**src/ipc_pkg.sv**
```systemverilog
// Constants, field layouts and carrier types for the serial port control and error flag block.
// Assumes an AXI4-Lite master with 32-bit data and a same-clock shift and bus sequencer.
// How it works
// - Port active while transmitting or any sequence enabled
// - Buffer write at bad moment sets write collision
// - Byte arriving into full buffer sets receive overflow
// - Receive overflow ignored while port is transmitting
package ipc_pkg;

  // Register byte offsets
  localparam int               ADDR_W       = 8;
  localparam logic [ADDR_W-1:0] OFF_CTL     = 8'h00;
  localparam logic [ADDR_W-1:0] OFF_SEQ     = 8'h04;
  localparam logic [ADDR_W-1:0] OFF_BUF     = 8'h08;
  localparam logic [ADDR_W-1:0] OFF_STAT    = 8'h0c;

  // Control register one, fields from bit 7 down to bit 0
  localparam int               WRITE_COLLISION_FLAG_BIT     = 7;
  localparam int               OVF_BIT      = 6;
  localparam logic [7:0]       CTL_RESET    = 8'h00;

  // Sequence enable register fields
  localparam int               SEQ_W        = 5;
  localparam int               SEQ_START    = 0;
  localparam int               SEQ_RSTART   = 1;
  localparam int               SEQ_STOP     = 2;
  localparam int               SEQ_RCV      = 3;
  localparam int               SEQ_ACK      = 4;
  localparam logic [SEQ_W-1:0] SEQ_RESET    = 5'h00;

  // Status register fields
  localparam int               STAT_ACTIVE  = 0;
  localparam int               STAT_FULL    = 1;

  // Bus answers and the zero byte
  localparam logic [1:0]       RESP_OKAY    = 2'h0;
  localparam logic [1:0]       RESP_SLVERR  = 2'h2;
  localparam logic [7:0]       BYTE_ZERO    = 8'h00;

  // Control register one as software sees it
  typedef struct packed {
    logic       write_collision_flag;
    logic       receive_overflow_flag;
    logic       port_enable;
    logic       clock_release;
    logic [3:0] mode_select;
  } ipc_ctl_s;

  // Mode of the port as the sequencer reports it
  typedef struct packed {
    logic master_mode;
    logic transmit_mode;
  } ipc_mode_s;

endpackage

```
**src/ipc_port_flags.sv**
```systemverilog
// Serial port control register one with collision and overflow flags, active status,
// transfer buffer and a small receive queue, reached over AXI4-Lite.
// Assumes the shift and bus sequencer runs on aclk and pulses seq_done when a sequence ends.
//
// Local design decisions: register access over AXI4-Lite and the address map.
`timescale 1ns/1ps

module ipc_port_flags #(
  parameter int FIFO_DEPTH = 2,
  parameter int DATA_W     = 8
) (
  input  wire logic                      aclk,
  input  wire logic                      aresetn,
  input  wire logic [ipc_pkg::ADDR_W-1:0] awaddr,
  input  wire logic [2:0]                awprot,
  input  wire logic                      awvalid,
  output logic                           awready,
  input  wire logic [31:0]               wdata,
  input  wire logic [3:0]                wstrb,
  input  wire logic                      wvalid,
  output logic                           wready,
  output logic [1:0]                     bresp,
  output logic                           bvalid,
  input  wire logic                      bready,
  input  wire logic [ipc_pkg::ADDR_W-1:0] araddr,
  input  wire logic [2:0]                arprot,
  input  wire logic                      arvalid,
  output logic                           arready,
  output logic [31:0]                    rdata,
  output logic [1:0]                     rresp,
  output logic                           rvalid,
  input  wire logic                      rready,
  input  wire ipc_pkg::ipc_mode_s        port_mode,
  input  wire logic                      tx_in_progress,
  input  wire logic                      start_allowed,
  input  wire logic                      tx_shifting,
  input  wire logic [ipc_pkg::SEQ_W-1:0] seq_done,
  input  wire logic [DATA_W-1:0]         rx_data,
  input  wire logic                      rx_valid,
  output logic                           rx_ready,
  output logic [DATA_W-1:0]              tx_data,
  output logic                           tx_load,
  output ipc_pkg::ipc_ctl_s              ctl_out,
  output logic [ipc_pkg::SEQ_W-1:0]      seq_enable,
  output logic                           port_active
);
  import ipc_pkg::*;

  localparam int PTR_W = (FIFO_DEPTH > 1) ? $clog2(FIFO_DEPTH) : 1;
  localparam int CNT_W = $clog2(FIFO_DEPTH + 1);
  localparam logic [CNT_W-1:0] FIFO_FULL_CNT = CNT_W'(FIFO_DEPTH);
  localparam logic [CNT_W-1:0] CNT_ONE       = CNT_W'(1);

  // Bus slave state
  logic                       aw_have_reg, aw_have_next;
  logic [ADDR_W-1:0]          aw_addr_reg, aw_addr_next;
  logic                       w_have_reg, w_have_next;
  logic [31:0]                w_data_reg, w_data_next;
  logic [3:0]                 w_strb_reg, w_strb_next;
  logic                       awready_reg, awready_next;
  logic                       wready_reg, wready_next;
  logic                       bvalid_reg, bvalid_next;
  logic [1:0]                 bresp_reg, bresp_next;
  logic                       arready_reg, arready_next;
  logic                       rvalid_reg, rvalid_next;
  logic [1:0]                 rresp_reg, rresp_next;
  logic [31:0]                rdata_reg, rdata_next;

  // Register file state
  ipc_ctl_s                   ctl_reg, ctl_next;
  logic [SEQ_W-1:0]           seq_reg, seq_next;
  logic                       active_reg, active_next;
  logic [DATA_W-1:0]          rx_buf_reg, rx_buf_next;
  logic                       buf_full_reg, buf_full_next;
  logic [DATA_W-1:0]          tx_data_reg, tx_data_next;
  logic                       tx_load_reg, tx_load_next;

  // Receive queue state
  logic [DATA_W-1:0]          fifo_mem [FIFO_DEPTH];
  logic [DATA_W-1:0]          fifo_wdata;
  logic [PTR_W-1:0]           wr_ptr_reg, wr_ptr_next;
  logic [PTR_W-1:0]           rd_ptr_reg, rd_ptr_next;
  logic [CNT_W-1:0]           count_reg, count_next;
  logic                       rx_ready_reg, rx_ready_next;

  // Events shared between groups
  logic                       wr_fire;
  logic                       rd_fire;
  logic                       rx_fire;
  logic                       overflow_hit;
  logic                       fifo_push;
  logic                       fifo_pop;
  logic                       collision_hit;
  logic                       buf_wr;
  logic                       buf_rd;
  logic                       ctl_wr;
  logic                       seq_wr;
  logic                       map_err_w;
  logic                       map_err_r;

  // Wraps a queue pointer at the configured depth
  function automatic logic [PTR_W-1:0] ptr_inc(input logic [PTR_W-1:0] p);
    if (p == PTR_W'(FIFO_DEPTH - 1)) begin
      return '0;
    end else begin
      return PTR_W'(p + PTR_W'(1));
    end
  endfunction

  // True for any of the four mapped offsets
  function automatic logic is_mapped(input logic [ADDR_W-1:0] a);
    if (a == OFF_CTL) begin
      return 1'b1;
    end else if (a == OFF_SEQ) begin
      return 1'b1;
    end else if (a == OFF_BUF) begin
      return 1'b1;
    end else if (a == OFF_STAT) begin
      return 1'b1;
    end else begin
      return 1'b0;
    end
  endfunction

  // Write performed once both halves are held and no response is pending
  assign wr_fire   = aw_have_reg && w_have_reg && !bvalid_reg;
  assign rd_fire   = arvalid && arready_reg;
  assign map_err_w = !is_mapped(aw_addr_reg);
  assign map_err_r = !is_mapped(araddr);
  assign ctl_wr    = wr_fire && (aw_addr_reg == OFF_CTL) && w_strb_reg[0];
  assign seq_wr    = wr_fire && (aw_addr_reg == OFF_SEQ) && w_strb_reg[0];
  assign buf_wr    = wr_fire && (aw_addr_reg == OFF_BUF) && w_strb_reg[0];
  assign buf_rd    = rd_fire && (araddr == OFF_BUF) && !port_mode.transmit_mode;

  // Bus slave next state; address and data taken in either order
  always_comb begin
    aw_have_next = aw_have_reg;
    aw_addr_next = aw_addr_reg;
    w_have_next  = w_have_reg;
    w_data_next  = w_data_reg;
    w_strb_next  = w_strb_reg;
    bvalid_next  = bvalid_reg;
    bresp_next   = bresp_reg;
    rvalid_next  = rvalid_reg;
    rresp_next   = rresp_reg;
    rdata_next   = rdata_reg;
    if (awvalid && awready_reg) begin
      aw_have_next = 1'b1;
      aw_addr_next = awaddr;
    end
    if (wvalid && wready_reg) begin
      w_have_next = 1'b1;
      w_data_next = wdata;
      w_strb_next = wstrb;
    end
    if (wr_fire) begin
      aw_have_next = 1'b0;
      w_have_next  = 1'b0;
      bvalid_next  = 1'b1;
      bresp_next   = map_err_w ? RESP_SLVERR : RESP_OKAY;
    end else if (bvalid_reg && bready) begin
      bvalid_next = 1'b0;
    end
    if (rd_fire) begin
      rvalid_next = 1'b1;
      rresp_next  = map_err_r ? RESP_SLVERR : RESP_OKAY;
      rdata_next  = '0;
      if (araddr == OFF_CTL) begin
        rdata_next[7:0] = ctl_reg;
      end else if (araddr == OFF_SEQ) begin
        rdata_next[SEQ_W-1:0] = seq_reg;
      end else if (araddr == OFF_BUF) begin
        rdata_next[DATA_W-1:0] = port_mode.transmit_mode ? tx_data_reg : rx_buf_reg;
      end else if (araddr == OFF_STAT) begin
        rdata_next[STAT_ACTIVE] = active_reg;
        rdata_next[STAT_FULL]   = buf_full_reg;
      end
    end else if (rvalid_reg && rready) begin
      rvalid_next = 1'b0;
    end
    // Ready only while the holding slot is free, so outputs stay registered
    awready_next = !aw_have_next;
    wready_next  = !w_have_next;
    arready_next = !rvalid_next;
  end

  always_ff @(posedge aclk) begin
    if (!aresetn) begin
      aw_have_reg <= 1'b0;
      aw_addr_reg <= '0;
      w_have_reg  <= 1'b0;
      w_data_reg  <= '0;
      w_strb_reg  <= '0;
      awready_reg <= 1'b0;
      wready_reg  <= 1'b0;
      bvalid_reg  <= 1'b0;
      bresp_reg   <= RESP_OKAY;
      arready_reg <= 1'b0;
      rvalid_reg  <= 1'b0;
      rresp_reg   <= RESP_OKAY;
      rdata_reg   <= '0;
    end else begin
      aw_have_reg <= aw_have_next;
      aw_addr_reg <= aw_addr_next;
      w_have_reg  <= w_have_next;
      w_data_reg  <= w_data_next;
      w_strb_reg  <= w_strb_next;
      awready_reg <= awready_next;
      wready_reg  <= wready_next;
      bvalid_reg  <= bvalid_next;
      bresp_reg   <= bresp_next;
      arready_reg <= arready_next;
      rvalid_reg  <= rvalid_next;
      rresp_reg   <= rresp_next;
      rdata_reg   <= rdata_next;
    end
  end

  // Pop only into an empty buffer, after this cycle's read has freed it
  function automatic logic buf_full_next_block();
    return buf_full_reg && !buf_rd;
  endfunction

  // Receive path events; bytes seen while transmitting are dropped unflagged
  assign rx_fire      = rx_valid && rx_ready_reg;
  assign overflow_hit = rx_fire && !port_mode.transmit_mode && buf_full_reg;
  assign fifo_push    = rx_fire && !port_mode.transmit_mode && !buf_full_reg;
  assign fifo_pop     = (count_reg != '0) && !buf_full_next_block();
  assign fifo_wdata   = rx_data;

  // Transmit side collision: master needs a startable bus, slave an idle shifter
  assign collision_hit = buf_wr && port_mode.transmit_mode &&
                         ((port_mode.master_mode && !start_allowed) ||
                          (!port_mode.master_mode && tx_shifting));

  // Register file next state
  always_comb begin
    ctl_next      = ctl_reg;
    seq_next      = seq_reg;
    rx_buf_next   = rx_buf_reg;
    buf_full_next = buf_full_reg;
    tx_data_next  = tx_data_reg;
    tx_load_next  = 1'b0;
    if (ctl_wr) begin
      ctl_next.port_enable   = w_data_reg[5];
      ctl_next.clock_release = w_data_reg[4];
      ctl_next.mode_select   = w_data_reg[3:0];
      // Software may only clear the flags; writing one leaves them alone
      if (!w_data_reg[WRITE_COLLISION_FLAG_BIT]) begin
        ctl_next.write_collision_flag = 1'b0;
      end
      if (!w_data_reg[OVF_BIT]) begin
        ctl_next.receive_overflow_flag = 1'b0;
      end
    end
    // Hardware set wins over a same-cycle software clear
    if (collision_hit) begin
      ctl_next.write_collision_flag = 1'b1;
    end
    if (overflow_hit) begin
      ctl_next.receive_overflow_flag = 1'b1;
    end
    if (seq_wr) begin
      seq_next = w_data_reg[SEQ_W-1:0];
    end
    seq_next = seq_next & ~seq_done;
    if (buf_rd) begin
      buf_full_next = 1'b0;
    end
    // The held byte is only replaced once software has taken it
    if (fifo_pop) begin
      rx_buf_next   = fifo_mem[rd_ptr_reg];
      buf_full_next = 1'b1;
    end
    if (buf_wr && port_mode.transmit_mode && !collision_hit) begin
      tx_data_next = w_data_reg[DATA_W-1:0];
      tx_load_next = 1'b1;
    end
    active_next = tx_in_progress | (|seq_next);
  end

  always_ff @(posedge aclk) begin
    if (!aresetn) begin
      ctl_reg      <= CTL_RESET;
      seq_reg      <= SEQ_RESET;
      active_reg   <= 1'b0;
      rx_buf_reg   <= BYTE_ZERO;
      buf_full_reg <= 1'b0;
      tx_data_reg  <= BYTE_ZERO;
      tx_load_reg  <= 1'b0;
    end else begin
      ctl_reg      <= ctl_next;
      seq_reg      <= seq_next;
      active_reg   <= active_next;
      rx_buf_reg   <= rx_buf_next;
      buf_full_reg <= buf_full_next;
      tx_data_reg  <= tx_data_next;
      tx_load_reg  <= tx_load_next;
    end
  end

  // Receive queue next state; ready drops when full so the sequencer stalls
  always_comb begin
    wr_ptr_next = fifo_push ? ptr_inc(wr_ptr_reg) : wr_ptr_reg;
    rd_ptr_next = fifo_pop ? ptr_inc(rd_ptr_reg) : rd_ptr_reg;
    count_next  = count_reg;
    if (fifo_push && !fifo_pop) begin
      count_next = count_reg + CNT_ONE;
    end else if (fifo_pop && !fifo_push) begin
      count_next = count_reg - CNT_ONE;
    end
    rx_ready_next = (count_next != FIFO_FULL_CNT);
  end

  always_ff @(posedge aclk) begin
    if (!aresetn) begin
      wr_ptr_reg   <= '0;
      rd_ptr_reg   <= '0;
      count_reg    <= '0;
      rx_ready_reg <= 1'b0;
    end else begin
      wr_ptr_reg   <= wr_ptr_next;
      rd_ptr_reg   <= rd_ptr_next;
      count_reg    <= count_next;
      rx_ready_reg <= rx_ready_next;
    end
  end

  // Queue storage needs no reset; entries are read only after being written
  always_ff @(posedge aclk) begin
    if (fifo_push) begin
      fifo_mem[wr_ptr_reg] <= fifo_wdata;
    end
  end

  // Outputs straight from flops
  assign awready     = awready_reg;
  assign wready      = wready_reg;
  assign bvalid      = bvalid_reg;
  assign bresp       = bresp_reg;
  assign arready     = arready_reg;
  assign rvalid      = rvalid_reg;
  assign rresp       = rresp_reg;
  assign rdata       = rdata_reg;
  assign rx_ready    = rx_ready_reg;
  assign tx_data     = tx_data_reg;
  assign tx_load     = tx_load_reg;
  assign ctl_out     = ctl_reg;
  assign seq_enable  = seq_reg;
  assign port_active = active_reg;
endmodule

```
**config.mk**
```make
export PLATFORM = sky130hd
export DESIGN_NAME = ipc_port_flags
export DESIGN_NICKNAME = d
export VERILOG_FILES = /design/src/ipc_pkg.sv /design/src/ipc_port_flags.sv
export SDC_FILE = /design/constraint.sdc
export NUM_CORES = 1
export LEC_CHECK = 0
export BUFFER_PORTS_ARGS = -buffer_cell sky130_fd_sc_hd__buf_2
export CAP_MARGIN = 10
export CORE_ASPECT_RATIO = 1.4
export CORE_UTILIZATION = 30
export DETAILED_ROUTE_END_ITERATION = 6
export PLACE_DENSITY = 0.55
export SYNTH_ARGS = -nofsm -noshare
export SYNTH_HDL_FRONTEND = slang
export SYNTH_SLANG_ARGS = --single-unit
```
**constraint.sdc**
```tcl
create_clock -name aclk -period 1.77 [get_ports aclk]
set_input_delay 0.177 -clock aclk [delete_from_list [all_inputs] [get_ports aclk]]
set_output_delay 0.177 -clock aclk [all_outputs]
set_load 0.05 [all_outputs]
```
### Word level (Yosys, flattened, before mapping)

Memories as Yosys holds them, arrays and structs flattened. A register that Yosys moved wholly into a read port is not among the register bits.
Cells that the tools add are included.

| storage, ports and cells | value |
|---|---|
| flip-flop bits (word level) | 65 |
| RAM bits | 16 |
| input port bits | 84 |
| output and inout port bits | 65 |
| word-level logic and storage cells | 137 |
| memories | 1 |

Memory list:

| memory | depth | bits a word | rd ports | clocked after memory_dff | write ports | RTL line | source |
|---|---|---|---|---|---|---|---|
| fifo_mem | 2 | 8 | 1 | 1 | 1 | ipc_port_flags.sv:79 | `logic [DATA_W-1:0] fifo_mem [FIFO_DEPTH];` |

| operators by class | value |
|---|---|
| $add $sub $neg | 4 |
| equal/unequal tests | 9 |
| muxes and demuxes | 40 |
| bitwise gates (word level) | 3 |
| reductions and logical operators | 53 |

Operators with widths:

| cell | count |
|---|---|
| 8-bit by 4-bit equality test with 1-bit output (second input constant) | 4 |
| 1-bit logical AND | 28 |
| 1-bit two-way mux | 27 |
| 8-bit two-way mux | 3 |
| 8-bit by 3-bit equality test with 1-bit output (second input constant) | 2 |
| 8-bit zero test | 2 |
| 1-bit zero test | 14 |
| 2-bit two-way mux | 6 |
| 5-bit two-way mux | 2 |
| 2-bit nonzero test | 5 |
| 6-bit two-way mux | 1 |
| 5-bit AND | 1 |
| 5-bit inverter | 1 |
| 5-bit OR reduction | 1 |
| 2-bit by 1-bit inequality test with 1-bit output (second input constant) | 2 |
| 2-bit AND reduction | 2 |
| 3-bit two-way mux | 1 |
| 1-bit adder (second input constant) | 2 |
| 2-bit by 1-bit adder with 2-bit output (second input constant) | 1 |
| 2-bit inequality test (second input constant) | 1 |
| 2-bit by 1-bit subtractor with 2-bit output (second input constant) | 1 |
| 1-bit logical OR | 1 |
| 1-bit OR | 1 |

### Logic depth before layout (Yosys ltp)

| logic depth | value |
|---|---|
| word-level depth | 11 |
| depth in mapped cells | 7 |
| mapped depth without buffers | 6 |

### Worst setup path after synthesis

No wires, ideal clock.

| path | value |
|---|---|
| path type | register to register |
| start | register bvalid_reg (netlist: bvalid) |
| end | register tx_data_reg[7] (netlist: tx_data[7]) |
| library setup time | 0.128 ns |
| data arrival time | 1.867 ns |
| required time | 1.642 ns |
| slack | -0.225 ns |
| cell stages (with the launch flop) | 7 |
| buffers on the path | 1 |
| clock period less this slack | 1.995 ns |
| cells stage by stage | dfxtp_1 > nand4b_1 > or3_1 > or3_1 > clkbuf_1 > mux2i_1 > nor2_1 |

| between the ends | value |
|---|---|
| longest elaborated chain between the ends | 8 |

RTL lines:

| item | RTL line | source |
|---|---|---|
| start, declared | ipc_port_flags.sv:62 | `logic bvalid_reg, bvalid_next;` |
| start signal, assigned | ipc_port_flags.sv:210 | `bvalid_reg <= bvalid_next;` |
| 1-bit zero test (*) | ipc_port_flags.sv:126 | `assign wr_fire = aw_have_reg && w_have_reg && !bvalid_reg;` |
| 1-bit logical AND (*) | ipc_port_flags.sv:126 |  |
| 1-bit logical AND (*) (2 in a row) | ipc_port_flags.sv:132 | `assign buf_wr = wr_fire && (aw_addr_reg == OFF_BUF) && w_strb_reg[0];` |
| 1-bit logical AND (*) | ipc_port_flags.sv:232, ipc_port_flags.sv:275 |  |
| 1-bit logical AND | ipc_port_flags.sv:232 | `assign collision_hit = buf_wr && port_mode.transmit_mode &&` |
| 1-bit zero test | ipc_port_flags.sv:275 | `if (buf_wr && port_mode.transmit_mode && !collision_hit) begin` |
| 1-bit logical AND (*) | ipc_port_flags.sv:275 |  |
| end signal, assigned | ipc_port_flags.sv:297 | `tx_data_reg <= tx_data_next;` |
| end, declared | ipc_port_flags.sv:75 | `logic [DATA_W-1:0] tx_data_reg, tx_data_next;` |

Mark *: on every way between the ends. The rest lies on a longest branch, timed or not.
A chain may end at the register's enable or synchronous reset.

### Worst setup path in the final report

| path | value |
|---|---|
| start | register bvalid_reg (netlist: bvalid) |
| end | register active_reg (netlist: port_active) |

| between the ends | value |
|---|---|
| longest elaborated chain between the ends | 8 |

RTL lines:

| item | RTL line | source |
|---|---|---|
| 1-bit zero test | ipc_port_flags.sv:126 |  |
| 1-bit logical AND | ipc_port_flags.sv:126 |  |
| 1-bit logical AND (2 in a row) | ipc_port_flags.sv:131 | `assign seq_wr = wr_fire && (aw_addr_reg == OFF_SEQ) && w_strb_reg[0];` |
| 5-bit two-way mux | ipc_port_flags.sv:263 | `if (seq_wr) begin` |
| 5-bit AND | ipc_port_flags.sv:266 | `seq_next = seq_next & ~seq_done;` |
| 5-bit OR reduction | ipc_port_flags.sv:279 | `active_next = tx_in_progress \| (\|seq_next);` |
| 1-bit OR | ipc_port_flags.sv:279 |  |
| end signal, assigned | ipc_port_flags.sv:294 | `active_reg <= active_next;` |
| end, declared | ipc_port_flags.sv:72 | `logic active_reg, active_next;` |

Every way passes these cells.

==> reports/qor.yml <==
status: "finished with violations"
violations: "setup timing"
multiInputGateArea_um2: 1620
fmax_mhz: 538
port_buffers: 89
clockBufferDepth: 2
max_stage_delay_ps: 370
cp_max_fo: 5
power_density_nw_per_um2: 1130
crit_end: "port_active$_SDFF_PN0_"
reg2reg_from: "bvalid$_SDFFE_PN0P_"
hold_path.class: "input pin to register"
rsz0062_at_grt: "true"
worstPathBufferInverterCount: 1
synth.most_common_cell: "dfxtp_1"
maxCapViolations: 0
core-area_um2: 11900
ys.warnings.count: 0
final_nets: 557
numCtsBuffers: 9
cpMostUsedCell: "nand4b_1"
ys_ff_latch: 87
fp.dieW_um: 95.5
rrSetupSlack_ps: -90
post-route-drc-count: 0
cp-start-kind: "register"
antenna_found_initial: 0
clkTransAtPathRegs_ps: 60
synth.cell_area_um2: 3670
critical_path_depth: 6
clock_latency_ps: 330
p_sw_frac: 0.288
worstSetupEndpointType: "register"
rows: 47
power_frac_comb: 0.206
crit_family: "simple AND/OR/NAND/NOR gates"
crit_type: "register to register"
drtIter0Drc: 111
cp_data_arrival_time_ps: 2080
gp_congestion: 0.813
grt_usage: 0.146
start_util: 0.309
netlist_top_cells_count: "dfxtp_1, nand2_1, nor2_1"
synth_cell_types: 47
syn_to_final_growth_pct: 27.6
ctsHtreeMaxLevel: 3
die_y_um: 133
tritoncts: "built"
final_hold_viol_count: 0
place_hpwl_mm: 6.92
power_frac_seq: 0.445
vias_per_cell: 4.66
crit_start: "bvalid$_SDFFE_PN0P_"
finalSetupViolations: 9
final_util: 0.394
synthCells: 370
n_antenna_cell: 0
cts-root-buf: "clkbuf_16"
grt_pass1_vias: 2794
grt_max_degree: 40
min_period_over_period: 1.05
wire_per_inst_um: 14.2
clock_power_share: 0.349
largest_register_ffs: 16
synth_seq_area_share: 0.518
synth_largest_area_cell: "dfxtp_1"
synth.avg_cell_area_um2: 9.92
synthTopCellsByArea: "dfxtp_1, edfxtp_1, mux2i_1, buf_4, a21oi_1"
layout_min_cycle_time_ps: 1860
reg2reg_to: "port_active$_SDFF_PN0_"
ioPinCount: 149
power.switching_mw: 1.53
grt_pass1_wl_mm: 13.8
synthArstFlopShare: 0
grt_overflow: 0
nFillCells: 1218
yosys.area.top_type_share: 0.387
postCtsHoldBufs: 0
cts_sinks: 87
drtAntennaViolNets: 0
slowest_stage: "o41a_1"
reg2reg_depth: 6
regMostFlops: "fifo_mem"
path_cells: "nand4b_1 > nand4b_1 > buf_6 > mux2i_4 > o22ai_2 > o41a_1"
worst_ir_drop_vdd_v: 0.000462
p_int_mw: 3.78
drive_above_1_share: 0.314
hold_ws_ps: 18.6
first_pass_iters: 4
routed_wl_mm: 8.86
finClkSkew_ps: 8.12
vias: 2909
seq_area_um2: 1910
synth_edf_count: 16
maxSlewViolCount: 0
crit_required_ps: 1990
synth_top_flop_cell: "dfxtp_1"
p_leak_nw: 2.06
layout_setup_ws_ps: -87.5
dieArea_um2: 12700
-- power groups by stage --
| stage | Sequential, mW | Clock, mW | Combinational (mW) |
|---|---|---|---|
| after floorplan | 2.40 | 0 | 0.894 |
| after global placement | 2.39 | 0 | 1.05 |
| after detailed placement | 2.40 | 0 | 1.09 |
| after CTS | 2.36 | 1.92 | 1.10 |
| after global routing | 2.39 | 2.00 | 1.21 |
| final | 2.36 | 1.85 | 1.09 |
-- cells by family after synthesis --
group                      after synthesis  share of synthesized area
adders and majority gates                1                    0.00341
other                                    1                    0.00102
and+or+nand+nor                        127                      0.165
buffers and inverters                   49                     0.0835
DFF                                     87                      0.518
muxes                                   37                      0.108
xor gates and xnor gates                 2                    0.00477
AOI/OAI and AO/OA                       66                      0.115
-- routing by layer --
layer | vias up | global-route usage | share of wire
met5 | - | 0 | 0
met2 | 91 | 0.262 | 0.54
met4 | 0 | 0.0697 | 0.024
li1 | 1463 | - | -
met3 | 15 | 0.0483 | 0.062
met1 | 1340 | 0.148 | 0.38
-- how the worst min path moves through the flow --
stage                            from                  endpoint  slack (ps)  depth (start not counted)
after floorplan           seq_done[0]  seq_enable[0]$_SDFF_PN0_         260                          1
after global placement    seq_done[0]  seq_enable[0]$_SDFF_PN0_         360                          2
after detailed placement  seq_done[3]  seq_enable[3]$_SDFF_PN0_         370                          2
after CTS                 seq_done[3]  seq_enable[3]$_SDFF_PN0_           6                          2
after global routing      seq_done[3]  seq_enable[3]$_SDFF_PN0_          10                          2
final                     seq_done[3]  seq_enable[3]$_SDFF_PN0_          20                          2
-- cell type report --
cell class                 count  area share
clock buffer                  13      0.0601
sequential                    87       0.408
inverter                       4     0.00321
clock inverter                 3     0.00481
tap                          147      0.0393
multi-input combinational    259       0.347
timing repair buffer         111       0.138
-- repair_timing --
item,CTS,global route
buffers inserted,1,0
cloned,0,0
gates resized for setup,14,6
setup endpoints to repair,17,18
hold endpoints to repair,0,0
pin swaps,5,4
-- per-stage QoR --
step	std cells	instance area (µm²)	power [mW]	TNS, ps	setup slack, ps
2_1_floorplan	395	3770	3.29	-22.1	-22.1
3_3_place_gp	608	4300	3.45	-1400	-159
3_5_place_dp	608	4300	3.49	-2350	-191
4_1_cts	625	4670	5.38	-645	-82.1
5_1_grt	624	4680	5.59	-1520	-156
6_report	624	4680	5.31	-364	-87.5
-- cell usage in the layout, fill, tap and decap left out, drive strengths merged, types with 6 or more instances in the layout --
cell type    n
buf        111
clkbuf      13
nand2       41
a21oi       31
nor3         8
nand3        9
mux2i       33
edfxtp      16
a211oi      12
o21ai        6
conb        26
dfxtp       71
nor2        40
Power figures use the tool's default switching activity.
